`config.mk`:
```
export PLATFORM = sky130hd
export DESIGN_NAME = bsgp_ports
export DESIGN_NICKNAME = d
export VERILOG_FILES = /design/src/hdl/bsgp_pkg.sv /design/src/hdl/bsgp_pin_cell.sv /design/src/hdl/bsgp_ports.sv
export SDC_FILE = /design/constraint.sdc
export NUM_CORES = 1
export LEC_CHECK = 0
export BUFFER_PORTS_ARGS = -buffer_cell sky130_fd_sc_hd__buf_2
export CAP_MARGIN = 10
export CORE_MARGIN = 5
export CORE_UTILIZATION = 49
export CTS_CLUSTER_SIZE = 10
export DETAILED_ROUTE_END_ITERATION = 16
export PLACE_DENSITY = 0.83
export REMOVE_ABC_BUFFERS = 1
export SLEW_MARGIN = 0
export SYNTH_ARGS = -nofsm -noshare
export SYNTH_HDL_FRONTEND = slang
export SYNTH_SLANG_ARGS = --single-unit
```
`constraint.sdc`:
```
create_clock -name CLK -period 1.6 [get_ports CLK]
set_clock_uncertainty 0.1 [all_clocks]
set_input_delay 0 -clock CLK [delete_from_list [all_inputs] [get_ports CLK]]
set_output_delay 0 -clock CLK [all_outputs]
set_load 0.03 [all_outputs]
```
`src/hdl/bsgp_pkg.sv`:
```
// Package with constants for the bus-shared port block
package bsgp_pkg;

    // ----------------------------------------
    // Register offsets (internal bus)
    // ----------------------------------------
    localparam logic [3:0] OFF_DATA_LOW = 4'h0;
    localparam logic [3:0] OFF_DATA_HIGH = 4'h1;
    localparam logic [3:0] OFF_DIR_LOW = 4'h2;
    localparam logic [3:0] OFF_DIR_HIGH = 4'h3;
    localparam logic [3:0] OFF_DATA_CTRL = 4'h8;
    localparam logic [3:0] OFF_DIR_CTRL = 4'h9;
    localparam logic [3:0] OFF_ASSIGN = 4'ha;
    localparam logic [3:0] OFF_PULL = 4'hc;
    localparam logic [3:0] OFF_REDUCE = 4'hd;

    // ----------------------------------------
    // Field positions
    // ----------------------------------------
    localparam int BIT_PULL_LOW = 0;
    localparam int BIT_PULL_HIGH = 1;
    localparam int BIT_PULL_CTRL = 4;
    localparam int BIT_WEAK_LOW = 0;
    localparam int BIT_WEAK_HIGH = 1;
    localparam int BIT_WEAK_CTRL = 3;

    // ----------------------------------------
    // Reset values and masks
    // ----------------------------------------
    localparam logic [7:0] RST_DATA = 8'h00;
    localparam logic [7:0] RST_DIR = 8'h00;
    localparam logic [7:0] RST_ASSIGN = 8'h00;
    localparam logic [7:0] RST_PULL = 8'h00;
    localparam logic [7:0] RST_REDUCE = 8'h00;
    localparam logic [7:0] CTRL_DIR_MASK = 8'hfc;
    localparam logic [7:0] CTRL_PULL_MASK = 8'h8f;
    localparam logic [7:0] PULL_REG_MASK = 8'h13;
    localparam logic [7:0] REDUCE_REG_MASK = 8'h0b;

    // ----------------------------------------
    // Operating modes
    // ----------------------------------------
    typedef enum logic [1:0] {
        BSGP_MODE_SINGLE = 2'h0,
        BSGP_MODE_EXPANDED = 2'h1,
        BSGP_MODE_PERIPH = 2'h2
    } bsgp_mode_t;

endpackage

```
`src/hdl/bsgp_pin_cell.sv`:
```
// Per-port pin cell: output enable, pull and drive level
`timescale 1ns/1ps
module bsgp_pin_cell
(
    input wire logic [7:0] gpio_active,
    input wire logic [7:0] dir,
    input wire logic [7:0] out_data,
    input wire logic [7:0] func_oe_n,
    input wire logic [7:0] func_out,
    input wire logic [7:0] pull_mask,
    input wire logic pull_bit,
    input wire logic pull_allowed,
    input wire logic weak_bit,
    output logic [7:0] pin_out,
    output logic [7:0] pin_oe_n,
    output logic [7:0] pin_pull,
    output logic [7:0] pin_weak
);
    logic [7:0] drive;

    always_comb
    begin
        drive = (gpio_active & dir) | (~gpio_active & ~func_oe_n);
        pin_oe_n = ~drive;
        pin_out = (gpio_active & out_data) | (~gpio_active & func_out);
        pin_pull = (pull_bit && pull_allowed) ? (pull_mask & ~drive) : 8'h00;
        pin_weak = weak_bit ? drive : 8'h00;
    end
endmodule

```
`src/hdl/bsgp_ports.sv`:
```
// Bus-shared general-purpose ports: registers, visibility and pin control
`timescale 1ns/1ps
module bsgp_ports
(
    input wire logic CLK,
    input wire logic RESET,
    input wire logic [1:0] MODE,
    input wire logic EXT_CTRL_MAP_ENABLE,
    input wire logic [3:0] REG_ADDR,
    input wire logic REG_WR,
    input wire logic REG_RD,
    input wire logic [7:0] REG_WDATA,
    output logic [7:0] REG_RDATA,
    output logic REG_HIT,
    input wire logic [7:0] BUS_LOW_OUT,
    input wire logic [7:0] BUS_HIGH_OUT,
    input wire logic BUS_DRIVE,
    input wire logic [7:0] CTRL_FUNC_OUT,
    input wire logic [7:0] CTRL_FUNC_OE_N,
    input wire logic [7:0] PIN_LOW_IN,
    output logic [7:0] PIN_LOW_OUT,
    output logic [7:0] PIN_LOW_OE_N,
    output logic [7:0] PIN_LOW_PULL,
    output logic [7:0] PIN_LOW_WEAK,
    input wire logic [7:0] PIN_HIGH_IN,
    output logic [7:0] PIN_HIGH_OUT,
    output logic [7:0] PIN_HIGH_OE_N,
    output logic [7:0] PIN_HIGH_PULL,
    output logic [7:0] PIN_HIGH_WEAK,
    input wire logic [7:0] PIN_CTRL_IN,
    output logic [7:0] PIN_CTRL_OUT,
    output logic [7:0] PIN_CTRL_OE_N,
    output logic [7:0] PIN_CTRL_PULL,
    output logic [7:0] PIN_CTRL_WEAK,
    output logic [7:0] BUS_LOW_IN,
    output logic [7:0] BUS_HIGH_IN,
    output logic MASKABLE_IRQ_IN_N,
    output logic NONMASKABLE_IRQ_IN_N
);

    // ----------------------------------------
    // Pin input synchronisers
    // ----------------------------------------
    logic [7:0] low_s1, low_s2, high_s1, high_s2, ctrl_s1, ctrl_s2;

    always_ff @(posedge CLK)
    begin
        low_s1 <= PIN_LOW_IN;
        low_s2 <= low_s1;
        high_s1 <= PIN_HIGH_IN;
        high_s2 <= high_s1;
        ctrl_s1 <= PIN_CTRL_IN;
        ctrl_s2 <= ctrl_s1;
    end

    assign BUS_LOW_IN = low_s2;
    assign BUS_HIGH_IN = high_s2;
    assign MASKABLE_IRQ_IN_N = ctrl_s2[1];
    assign NONMASKABLE_IRQ_IN_N = ctrl_s2[0];

    // ----------------------------------------
    // Mode decode and register visibility
    // ----------------------------------------
    logic single_chip, expanded, periph;
    logic bus_map, ctrl_map, reduce_map;

    assign single_chip = (MODE == bsgp_pkg::BSGP_MODE_SINGLE);
    assign periph = (MODE == bsgp_pkg::BSGP_MODE_PERIPH);
    assign expanded = !single_chip && !periph;
    assign bus_map = single_chip;
    assign ctrl_map = !periph && !(expanded && EXT_CTRL_MAP_ENABLE);
    assign reduce_map = !periph;

    logic hit_dlow, hit_dhigh, hit_rlow, hit_rhigh, hit_dctrl, hit_rctrl;
    logic hit_assign, hit_pull, hit_reduce;

    always_comb
    begin
        hit_dlow = bus_map && (REG_ADDR == bsgp_pkg::OFF_DATA_LOW);
        hit_dhigh = bus_map && (REG_ADDR == bsgp_pkg::OFF_DATA_HIGH);
        hit_rlow = bus_map && (REG_ADDR == bsgp_pkg::OFF_DIR_LOW);
        hit_rhigh = bus_map && (REG_ADDR == bsgp_pkg::OFF_DIR_HIGH);
        hit_dctrl = ctrl_map && (REG_ADDR == bsgp_pkg::OFF_DATA_CTRL);
        hit_rctrl = ctrl_map && (REG_ADDR == bsgp_pkg::OFF_DIR_CTRL);
        hit_assign = (REG_ADDR == bsgp_pkg::OFF_ASSIGN);
        hit_pull = (REG_ADDR == bsgp_pkg::OFF_PULL);
        hit_reduce = reduce_map && (REG_ADDR == bsgp_pkg::OFF_REDUCE);
    end

    assign REG_HIT = hit_dlow | hit_dhigh | hit_rlow | hit_rhigh | hit_dctrl
        | hit_rctrl | hit_assign | hit_pull | hit_reduce;

    // ----------------------------------------
    // Data registers
    // ----------------------------------------
    logic [7:0] data_low, data_high, data_ctrl;

    always_ff @(posedge CLK)
    begin
        if (RESET)
        begin
            data_low <= bsgp_pkg::RST_DATA;
            data_high <= bsgp_pkg::RST_DATA;
            data_ctrl <= bsgp_pkg::RST_DATA;
        end
        else if (REG_WR)
        begin
            if (hit_dlow)
                data_low <= REG_WDATA;
            if (hit_dhigh)
                data_high <= REG_WDATA;
            if (hit_dctrl)
                data_ctrl <= REG_WDATA;
        end
    end

    // ----------------------------------------
    // Direction registers
    // ----------------------------------------
    logic [7:0] dir_ctl_bus_low, dir_ctl_bus_high, dir_ctl_ctrl_port;

    always_ff @(posedge CLK)
    begin
        if (RESET)
        begin
            dir_ctl_bus_low <= bsgp_pkg::RST_DIR;
            dir_ctl_bus_high <= bsgp_pkg::RST_DIR;
            dir_ctl_ctrl_port <= bsgp_pkg::RST_DIR;
        end
        else if (REG_WR)
        begin
            if (hit_rlow)
                dir_ctl_bus_low <= REG_WDATA;
            if (hit_rhigh)
                dir_ctl_bus_high <= REG_WDATA;
            if (hit_rctrl)
                dir_ctl_ctrl_port <= REG_WDATA;
        end
    end

    // ----------------------------------------
    // Assignment, pull and reduce registers
    // ----------------------------------------
    logic [7:0] ctrl_port_assign_reg, pull_enable_reg, drive_reduce_reg;
    logic reduce_written;

    always_ff @(posedge CLK)
    begin
        if (RESET)
        begin
            ctrl_port_assign_reg <= bsgp_pkg::RST_ASSIGN;
            pull_enable_reg <= bsgp_pkg::RST_PULL;
        end
        else if (REG_WR)
        begin
            if (hit_assign)
                ctrl_port_assign_reg <= REG_WDATA;
            if (hit_pull)
                pull_enable_reg <= REG_WDATA & bsgp_pkg::PULL_REG_MASK;
        end
    end

    always_ff @(posedge CLK)
    begin
        if (RESET)
        begin
            drive_reduce_reg <= bsgp_pkg::RST_REDUCE;
            reduce_written <= 1'b0;
        end
        else if (REG_WR && hit_reduce && !reduce_written)
        begin
            drive_reduce_reg <= REG_WDATA & bsgp_pkg::REDUCE_REG_MASK;
            reduce_written <= 1'b1;
        end
    end

    // ----------------------------------------
    // Read data
    // ----------------------------------------
    logic [7:0] pin_low_rd, pin_high_rd, pin_ctrl_rd, ctrl_dir_eff;

    always_comb
    begin
        pin_low_rd = (dir_ctl_bus_low & data_low) | (~dir_ctl_bus_low & low_s2);
        pin_high_rd = (dir_ctl_bus_high & data_high) | (~dir_ctl_bus_high & high_s2);
        pin_ctrl_rd = (ctrl_dir_eff & data_ctrl) | (~ctrl_dir_eff & ctrl_s2);
    end

    always_ff @(posedge CLK)
    begin
        if (RESET)
            REG_RDATA <= 8'h00;
        else if (REG_RD)
        begin
            if (hit_dlow)
                REG_RDATA <= pin_low_rd;
            else if (hit_dhigh)
                REG_RDATA <= pin_high_rd;
            else if (hit_rlow)
                REG_RDATA <= dir_ctl_bus_low;
            else if (hit_rhigh)
                REG_RDATA <= dir_ctl_bus_high;
            else if (hit_dctrl)
                REG_RDATA <= pin_ctrl_rd;
            else if (hit_rctrl)
                REG_RDATA <= dir_ctl_ctrl_port;
            else if (hit_assign)
                REG_RDATA <= ctrl_port_assign_reg;
            else if (hit_pull)
                REG_RDATA <= pull_enable_reg;
            else if (hit_reduce)
                REG_RDATA <= drive_reduce_reg;
            else
                REG_RDATA <= 8'h00;
        end
    end

    // ----------------------------------------
    // Effective direction and function select
    // ----------------------------------------
    logic [7:0] ctrl_gpio, bus_gpio;
    logic [7:0] bus_oe_n;

    assign ctrl_dir_eff = dir_ctl_ctrl_port & bsgp_pkg::CTRL_DIR_MASK;
    assign ctrl_gpio = ~ctrl_port_assign_reg;
    assign bus_gpio = single_chip ? 8'hff : 8'h00;
    assign bus_oe_n = BUS_DRIVE ? 8'h00 : 8'hff;

    // ----------------------------------------
    // Pin cells
    // ----------------------------------------
    bsgp_pin_cell u_low
    (
        .gpio_active(bus_gpio),
        .dir(dir_ctl_bus_low),
        .out_data(data_low),
        .func_oe_n(bus_oe_n),
        .func_out(BUS_LOW_OUT),
        .pull_mask(8'hff),
        .pull_bit(pull_enable_reg[bsgp_pkg::BIT_PULL_LOW]),
        .pull_allowed(single_chip),
        .weak_bit(drive_reduce_reg[bsgp_pkg::BIT_WEAK_LOW]),
        .pin_out(PIN_LOW_OUT),
        .pin_oe_n(PIN_LOW_OE_N),
        .pin_pull(PIN_LOW_PULL),
        .pin_weak(PIN_LOW_WEAK)
    );

    bsgp_pin_cell u_high
    (
        .gpio_active(bus_gpio),
        .dir(dir_ctl_bus_high),
        .out_data(data_high),
        .func_oe_n(bus_oe_n),
        .func_out(BUS_HIGH_OUT),
        .pull_mask(8'hff),
        .pull_bit(pull_enable_reg[bsgp_pkg::BIT_PULL_HIGH]),
        .pull_allowed(single_chip),
        .weak_bit(drive_reduce_reg[bsgp_pkg::BIT_WEAK_HIGH]),
        .pin_out(PIN_HIGH_OUT),
        .pin_oe_n(PIN_HIGH_OE_N),
        .pin_pull(PIN_HIGH_PULL),
        .pin_weak(PIN_HIGH_WEAK)
    );

    bsgp_pin_cell u_ctrl
    (
        .gpio_active(ctrl_gpio | ~bsgp_pkg::CTRL_DIR_MASK),
        .dir(ctrl_dir_eff),
        .out_data(data_ctrl),
        .func_oe_n(CTRL_FUNC_OE_N | ~bsgp_pkg::CTRL_DIR_MASK),
        .func_out(CTRL_FUNC_OUT),
        .pull_mask(bsgp_pkg::CTRL_PULL_MASK),
        .pull_bit(pull_enable_reg[bsgp_pkg::BIT_PULL_CTRL]),
        .pull_allowed(1'b1),
        .weak_bit(drive_reduce_reg[bsgp_pkg::BIT_WEAK_CTRL]),
        .pin_out(PIN_CTRL_OUT),
        .pin_oe_n(PIN_CTRL_OE_N),
        .pin_pull(PIN_CTRL_PULL),
        .pin_weak(PIN_CTRL_WEAK)
    );

endmodule
```
After elaboration in Yosys (flattened, before gate mapping):

Index checks and enable logic that the tools add are counted.

* bits in latches: 0
* memory bits (read-only): 0
* logic and storage cells: 116
* output and inout port bits: 123
* flip-flop bits (word level): 119
* bits in writable memories: 0
* bits of input ports: 76
* memories kept: 0

* multiplexer cells: 17
* equal/unequal tests: 9
* multipliers: 0
* $add $sub $neg: 0
* div/mod/pow operators: 0
* $lt $le $gt $ge: 0
* reductions and logical operators: 28
* bitwise logic cells: 45
* shift-type cells: 0

Operators with widths (number)
* $and 8x8->8: 17
* $mux 8: 15
* $not 8->8: 11
* $or 8x8->8: 9
* $eq 4x4->1 const B: 5
* $reduce_and 2->1: 8
* $logic_and 1x1->1: 14
* $eq 4x2->1 const B: 2
* $or 1x1->1: 8
* $mux 5: 1
* $eq 4x1->1 const B: 1
* $logic_not 1->1: 4
* $logic_not 4->1: 1
* $mux 4: 1
* $eq 2x2->1 const B: 1
* $logic_not 2->1: 1

Depth between registers and ports, before layout:

* depth in word-level cells: 13
* gate-level depth with buffers: 8
* depth with buffers taken out: 5

By module:

From an unflattened synthesis, not the netlist that was laid out.

* cells, all modules: 664
* area total of the unflattened synthesis: 5853.1 sq um

By module, submodules not included
* bsgp_ports: instances 1, area each 4565.6 sq um, cells an instance 490
* bsgp_pin_cell: instances 3, area each 429.2 sq um, cells an instance 58

Worst setup path after synthesis:

No wires, ideal clock.

* path kind: reg2out
* start point: register ctrl_port_assign_reg[2]
* end point: output port PIN_CTRL_PULL[2]
* setup slack: -0.024 ns
* cell stages (with the launch flop): 3
* arrival time: 1.524 ns
* path buffers: 0
* data required time: 1.500 ns
* cells stage by stage: dfxtp_1 > o21ai_0 > and2_1

* longest elaborated chain between the ends: 6

Ends and longest elaborated chain
* start: declaration: RTL line bsgp_ports.sv:144 `logic [7:0] ctrl_port_assign_reg, pull_enable_reg, drive_reduce_reg;`
* start signal: assignment: RTL line bsgp_ports.sv:151 `ctrl_port_assign_reg <= bsgp_pkg::RST_ASSIGN;`
* $not 8->8 (*): RTL line bsgp_ports.sv:225 `assign ctrl_gpio = ~ctrl_port_assign_reg;`
* $not 8->8: RTL line bsgp_pin_cell.sv:23 `drive = (gpio_active & dir) | (~gpio_active & ~func_oe_n);`
* $and 8x8->8: RTL line bsgp_pin_cell.sv:23
* $or 8x8->8 (*): RTL line bsgp_pin_cell.sv:23
* $not 8->8 (*)
* named net PIN_CTRL_OE_N[2]: RTL line bsgp_ports.sv:32 `output logic [7:0] PIN_CTRL_OE_N,`
* $mux 8 (*): RTL line bsgp_pin_cell.sv:26 `pin_pull = (pull_bit && pull_allowed) ? (pull_mask & ~drive) : 8'h00;`
* end: declaration: RTL line bsgp_ports.sv:33 `output logic [7:0] PIN_CTRL_PULL,`

Mark *: on every way through the listed nets, which the timed path passes. The rest lies on a longest branch.

Worst setup path in the final report:

* start point: register drive_reduce_reg[0]
* end point: output port PIN_LOW_WEAK[2]

* longest elaborated chain between the ends: 1

Ends and longest elaborated chain
* start: declaration: RTL line bsgp_ports.sv:144
* start signal: assignment: RTL line bsgp_ports.sv:167 `drive_reduce_reg <= bsgp_pkg::RST_REDUCE;`
* start signal: assignment: RTL line bsgp_ports.sv:172 `drive_reduce_reg <= REG_WDATA & bsgp_pkg::REDUCE_REG_MASK;`
* $mux 8: RTL line bsgp_pin_cell.sv:27 `pin_weak = weak_bit ? drive : 8'h00;`
* end: declaration: RTL line bsgp_ports.sv:24 `output logic [7:0] PIN_LOW_WEAK,`

No other way between the ends.

==> impl_metrics.tcl <==
set metrics [dict create \
    grt_max_degree 61 \
    setup_ws_ps 39.4 \
    dp_hpwl_um 12200 \
    clock-sinks 119 \
    rrSetupSlack_ps 90 \
    yosysTopAreaCell "dfxtp_1" \
    hp-class "in -> reg" \
    drv_slew 0 \
    fin_crit_ps 1560 \
    setup.worst_path.start_class "flop" \
    firstDrtPassIters 5 \
    r2r-start "dir_ctl_bus_low[4]" \
    cap_violations 0 \
    gp_congestion 0.941 \
    instances_no_fill 989 \
    ios 199 \
    crit_path_top_delay_cell "dfxtp_2" \
    worstPathArrival_ps 1460 \
    numCtsBuffers 17 \
    synthDistinctLibCells 42 \
    drt-total-wl_um 18100 \
    fp.dieArea_um2 12900 \
    hp-start "PIN_CTRL_IN[7]" \
    synth_area_leaders "dfxtp_1 (45%), mux2i_1 (9.4%), a21oi_1 (6.1%)" \
    rsz0062_at_grt "true" \
    synth-seq-cells 119 \
    outcome "completed" \
    start_util_pct 50.6 \
    fin_crit_sh_pct 97.5 \
    insertion_delay_ps 530 \
    netlist_instances 592 \
    io_buffer_count 187 \
    grtUsageTotal_pct 27.7 \
    p_leak_nw 3.37 \
    place_area_um2 6400 \
    areaGrowthSynthToFinish_pct 45.4 \
    path_clk_slew_ps 60 \
    first_iter_violations 322 \
    postLayoutCellArea_um2 7620 \
    drc_errors 0 \
    antenna_found_initial 1 \
    drive_gt1_share_pct 35.7 \
    clockRootBuffer "clkbuf_8" \
    cp_max_fo 6 \
    hold_violations 0 \
    postRouteAntennaNets 0 \
    grt_pass1_wl_um 27900 \
    nets 916 \
    final_util_pct 73.5 \
    tritoncts "done" \
    h-tree-depth 4 \
    worst_slew_pin_slew_ps 643 \
    wl_per_cell_um 18.3 \
    dp_cells 901 \
    maxSlewHeadroom_pct 57.1 \
    ir_drop_mv 0.705 \
    cp_cell_sequence "buf_4, nor2b_1, buf_2" \
    slowest_delay_ps 380 \
    cp_data_required_time_ps 1500 \
    clock_path_buffers 2 \
    crit_type "reg -> out" \
    die_h_um 113 \
    synth_warnings 0 \
    vias 5468 \
    syn_area_um2 5240 \
    p_per_area_nw_per_um2 1020 \
    synth_top_area_share_pct 45.4 \
    rows 37 \
    post-cts-setup-buffer-count 0 \
    crit_start "drive_reduce_reg[0]" \
    die_width_um 113 \
    max_freq_mhz 641 \
    preCtsSetupSlack_ps -25.9 \
    setup_viol_count_final 0 \
    yosysSeqAreaShare_pct 45.4 \
    vias_per_cell 5.53 \
    core_um2 10400 \
    syn_avg_cell_area_um2 8.86 \
    grt_overflow 0 \
    grt_pass1_vias 5397 \
    cp-end-kind "primary output" \
]
[routing by layer]
metal | global-route usage [%] | wire (µm) | vias up
met5 | 0 | 0 | -
met4 | 13.4 | 530 | 0
met2 | 46.8 | 9050 | 320
met1 | 33.1 | 6890 | 2565
met3 | 6.47 | 1580 | 48
li1 | - | - | 2535
[critical path, delay by kind of cell (launching register included)]
kind                   cells  cell delay, ps
buffers and inverters      2             390
flip-flops                 1             380
AND/OR/NAND/NOR            1             160
[metrics by stage]
step                power (mW)  TNS [ps]  hold WS, ps
detailed placement        3.94      -220         3.60
global route              8.03     -37.4         1.72
floorplan                 3.56    -22160        -72.3
finish                    7.80         0         9.48
CTS                       7.80         0        0.643
global placement          3.93         0         2.12
[power by group]
| group | switching [mW] | internal, mW | leakage, nW |
|---|---|---|---|
| sequential | 0.0397 | 3.04 | 0.986 |
| combinational | 0.565 | 0.363 | 2.09 |
| clock | 1.31 | 2.47 | 0.294 |
[synthesized netlist by cell type]
cell type and instances:
a21oi_1 64, a221o_1 1, a221oi_1 2, a22o_1 4, a22oi_1 4, a2bb2oi_1 5, a311oi_1 4, a31oi_1 2
and2_1 5, and2b_1 1, and3_1 1, and3b_1 2, and4_1 1, and4b_1 1, buf_2 10, buf_4 14
buf_6 1, clkbuf_1 25, clkbuf_2 1, conb_1 2, dfxtp_1 119, mux2_2 26, mux2_4 1, mux2i_1 49
nand2_1 67, nand2_2 1, nand2b_1 13, nand3_1 35, nand3_2 1, nand4_1 1, nor2_1 53, nor2_2 2
nor2b_1 36, nor3_1 9, nor3_4 1, nor4_2 1, nor4_4 1, nor4b_1 1, o211ai_1 1, o21ai_0 18
o21ai_1 1, o22ai_1 5
[timing repair]
action | CTS | global route
gates resized for setup | 15 | 24
hold buffers | 56 | 0
hold endpoints to repair | 95 | 0
endpoints found under the setup margin | 27 | 29
[final timing paths]
kind                           to  cells past startpoint
hold reg to reg        ctrl_s2[7]                      0
hold / removal         ctrl_s1[7]                      2
setup / recovery  PIN_LOW_WEAK[2]                      3
setup reg to reg     REG_RDATA[4]                      5
[final cells by class]
cell class,instances,area [µm²]
Sequential cell,119,2410
Fill cell,768,2750
Timing Repair Buffer,275,1810
Multi-Input combinational cell,427,2650
Antenna cell,1,2.50
Clock buffer,22,463
Tap cell,136,170
Clock inverter,9,124
[placed cells by master (no fill, tap or decap), types with 3 or more instances in the layout]
cell type,netlist,routed
dlygate4sd3_1,0,56
a21oi_1,64,64
clkbuf_4,0,5
and2_1,5,4
o21ai_2,0,3
mux2_2,26,26
a2bb2oi_1,5,5
nor2_1,53,53
buf_2,10,181
nand2b_1,13,13
buf_4,14,28
nor2b_1,36,36
a311oi_1,4,4
a22oi_1,4,4
dfxtp_1,119,103
nand3_1,35,35
a22o_1,4,4
clkinv_2,0,5
mux2i_1,49,49
o22ai_1,5,5
o21ai_0,18,14
dfxtp_2,0,14
nand2_1,67,65
conb_1,2,7
clkbuf_16,0,16
buf_12,0,4
nor3_1,9,9
clkbuf_8,0,4
bufinv_16,0,3
[cell families (layout without fill, tap and decap cells)]
logic type,Yosys count,count (layout),synth area share (%)
simple gates,233,233,22.0
flops,119,119,45.4
compound gates,111,111,12.2
mux,76,76,15.2
buf+inv,51,306,5.06
other cells,2,8,0.143
(Power assumes the default switching activity.)
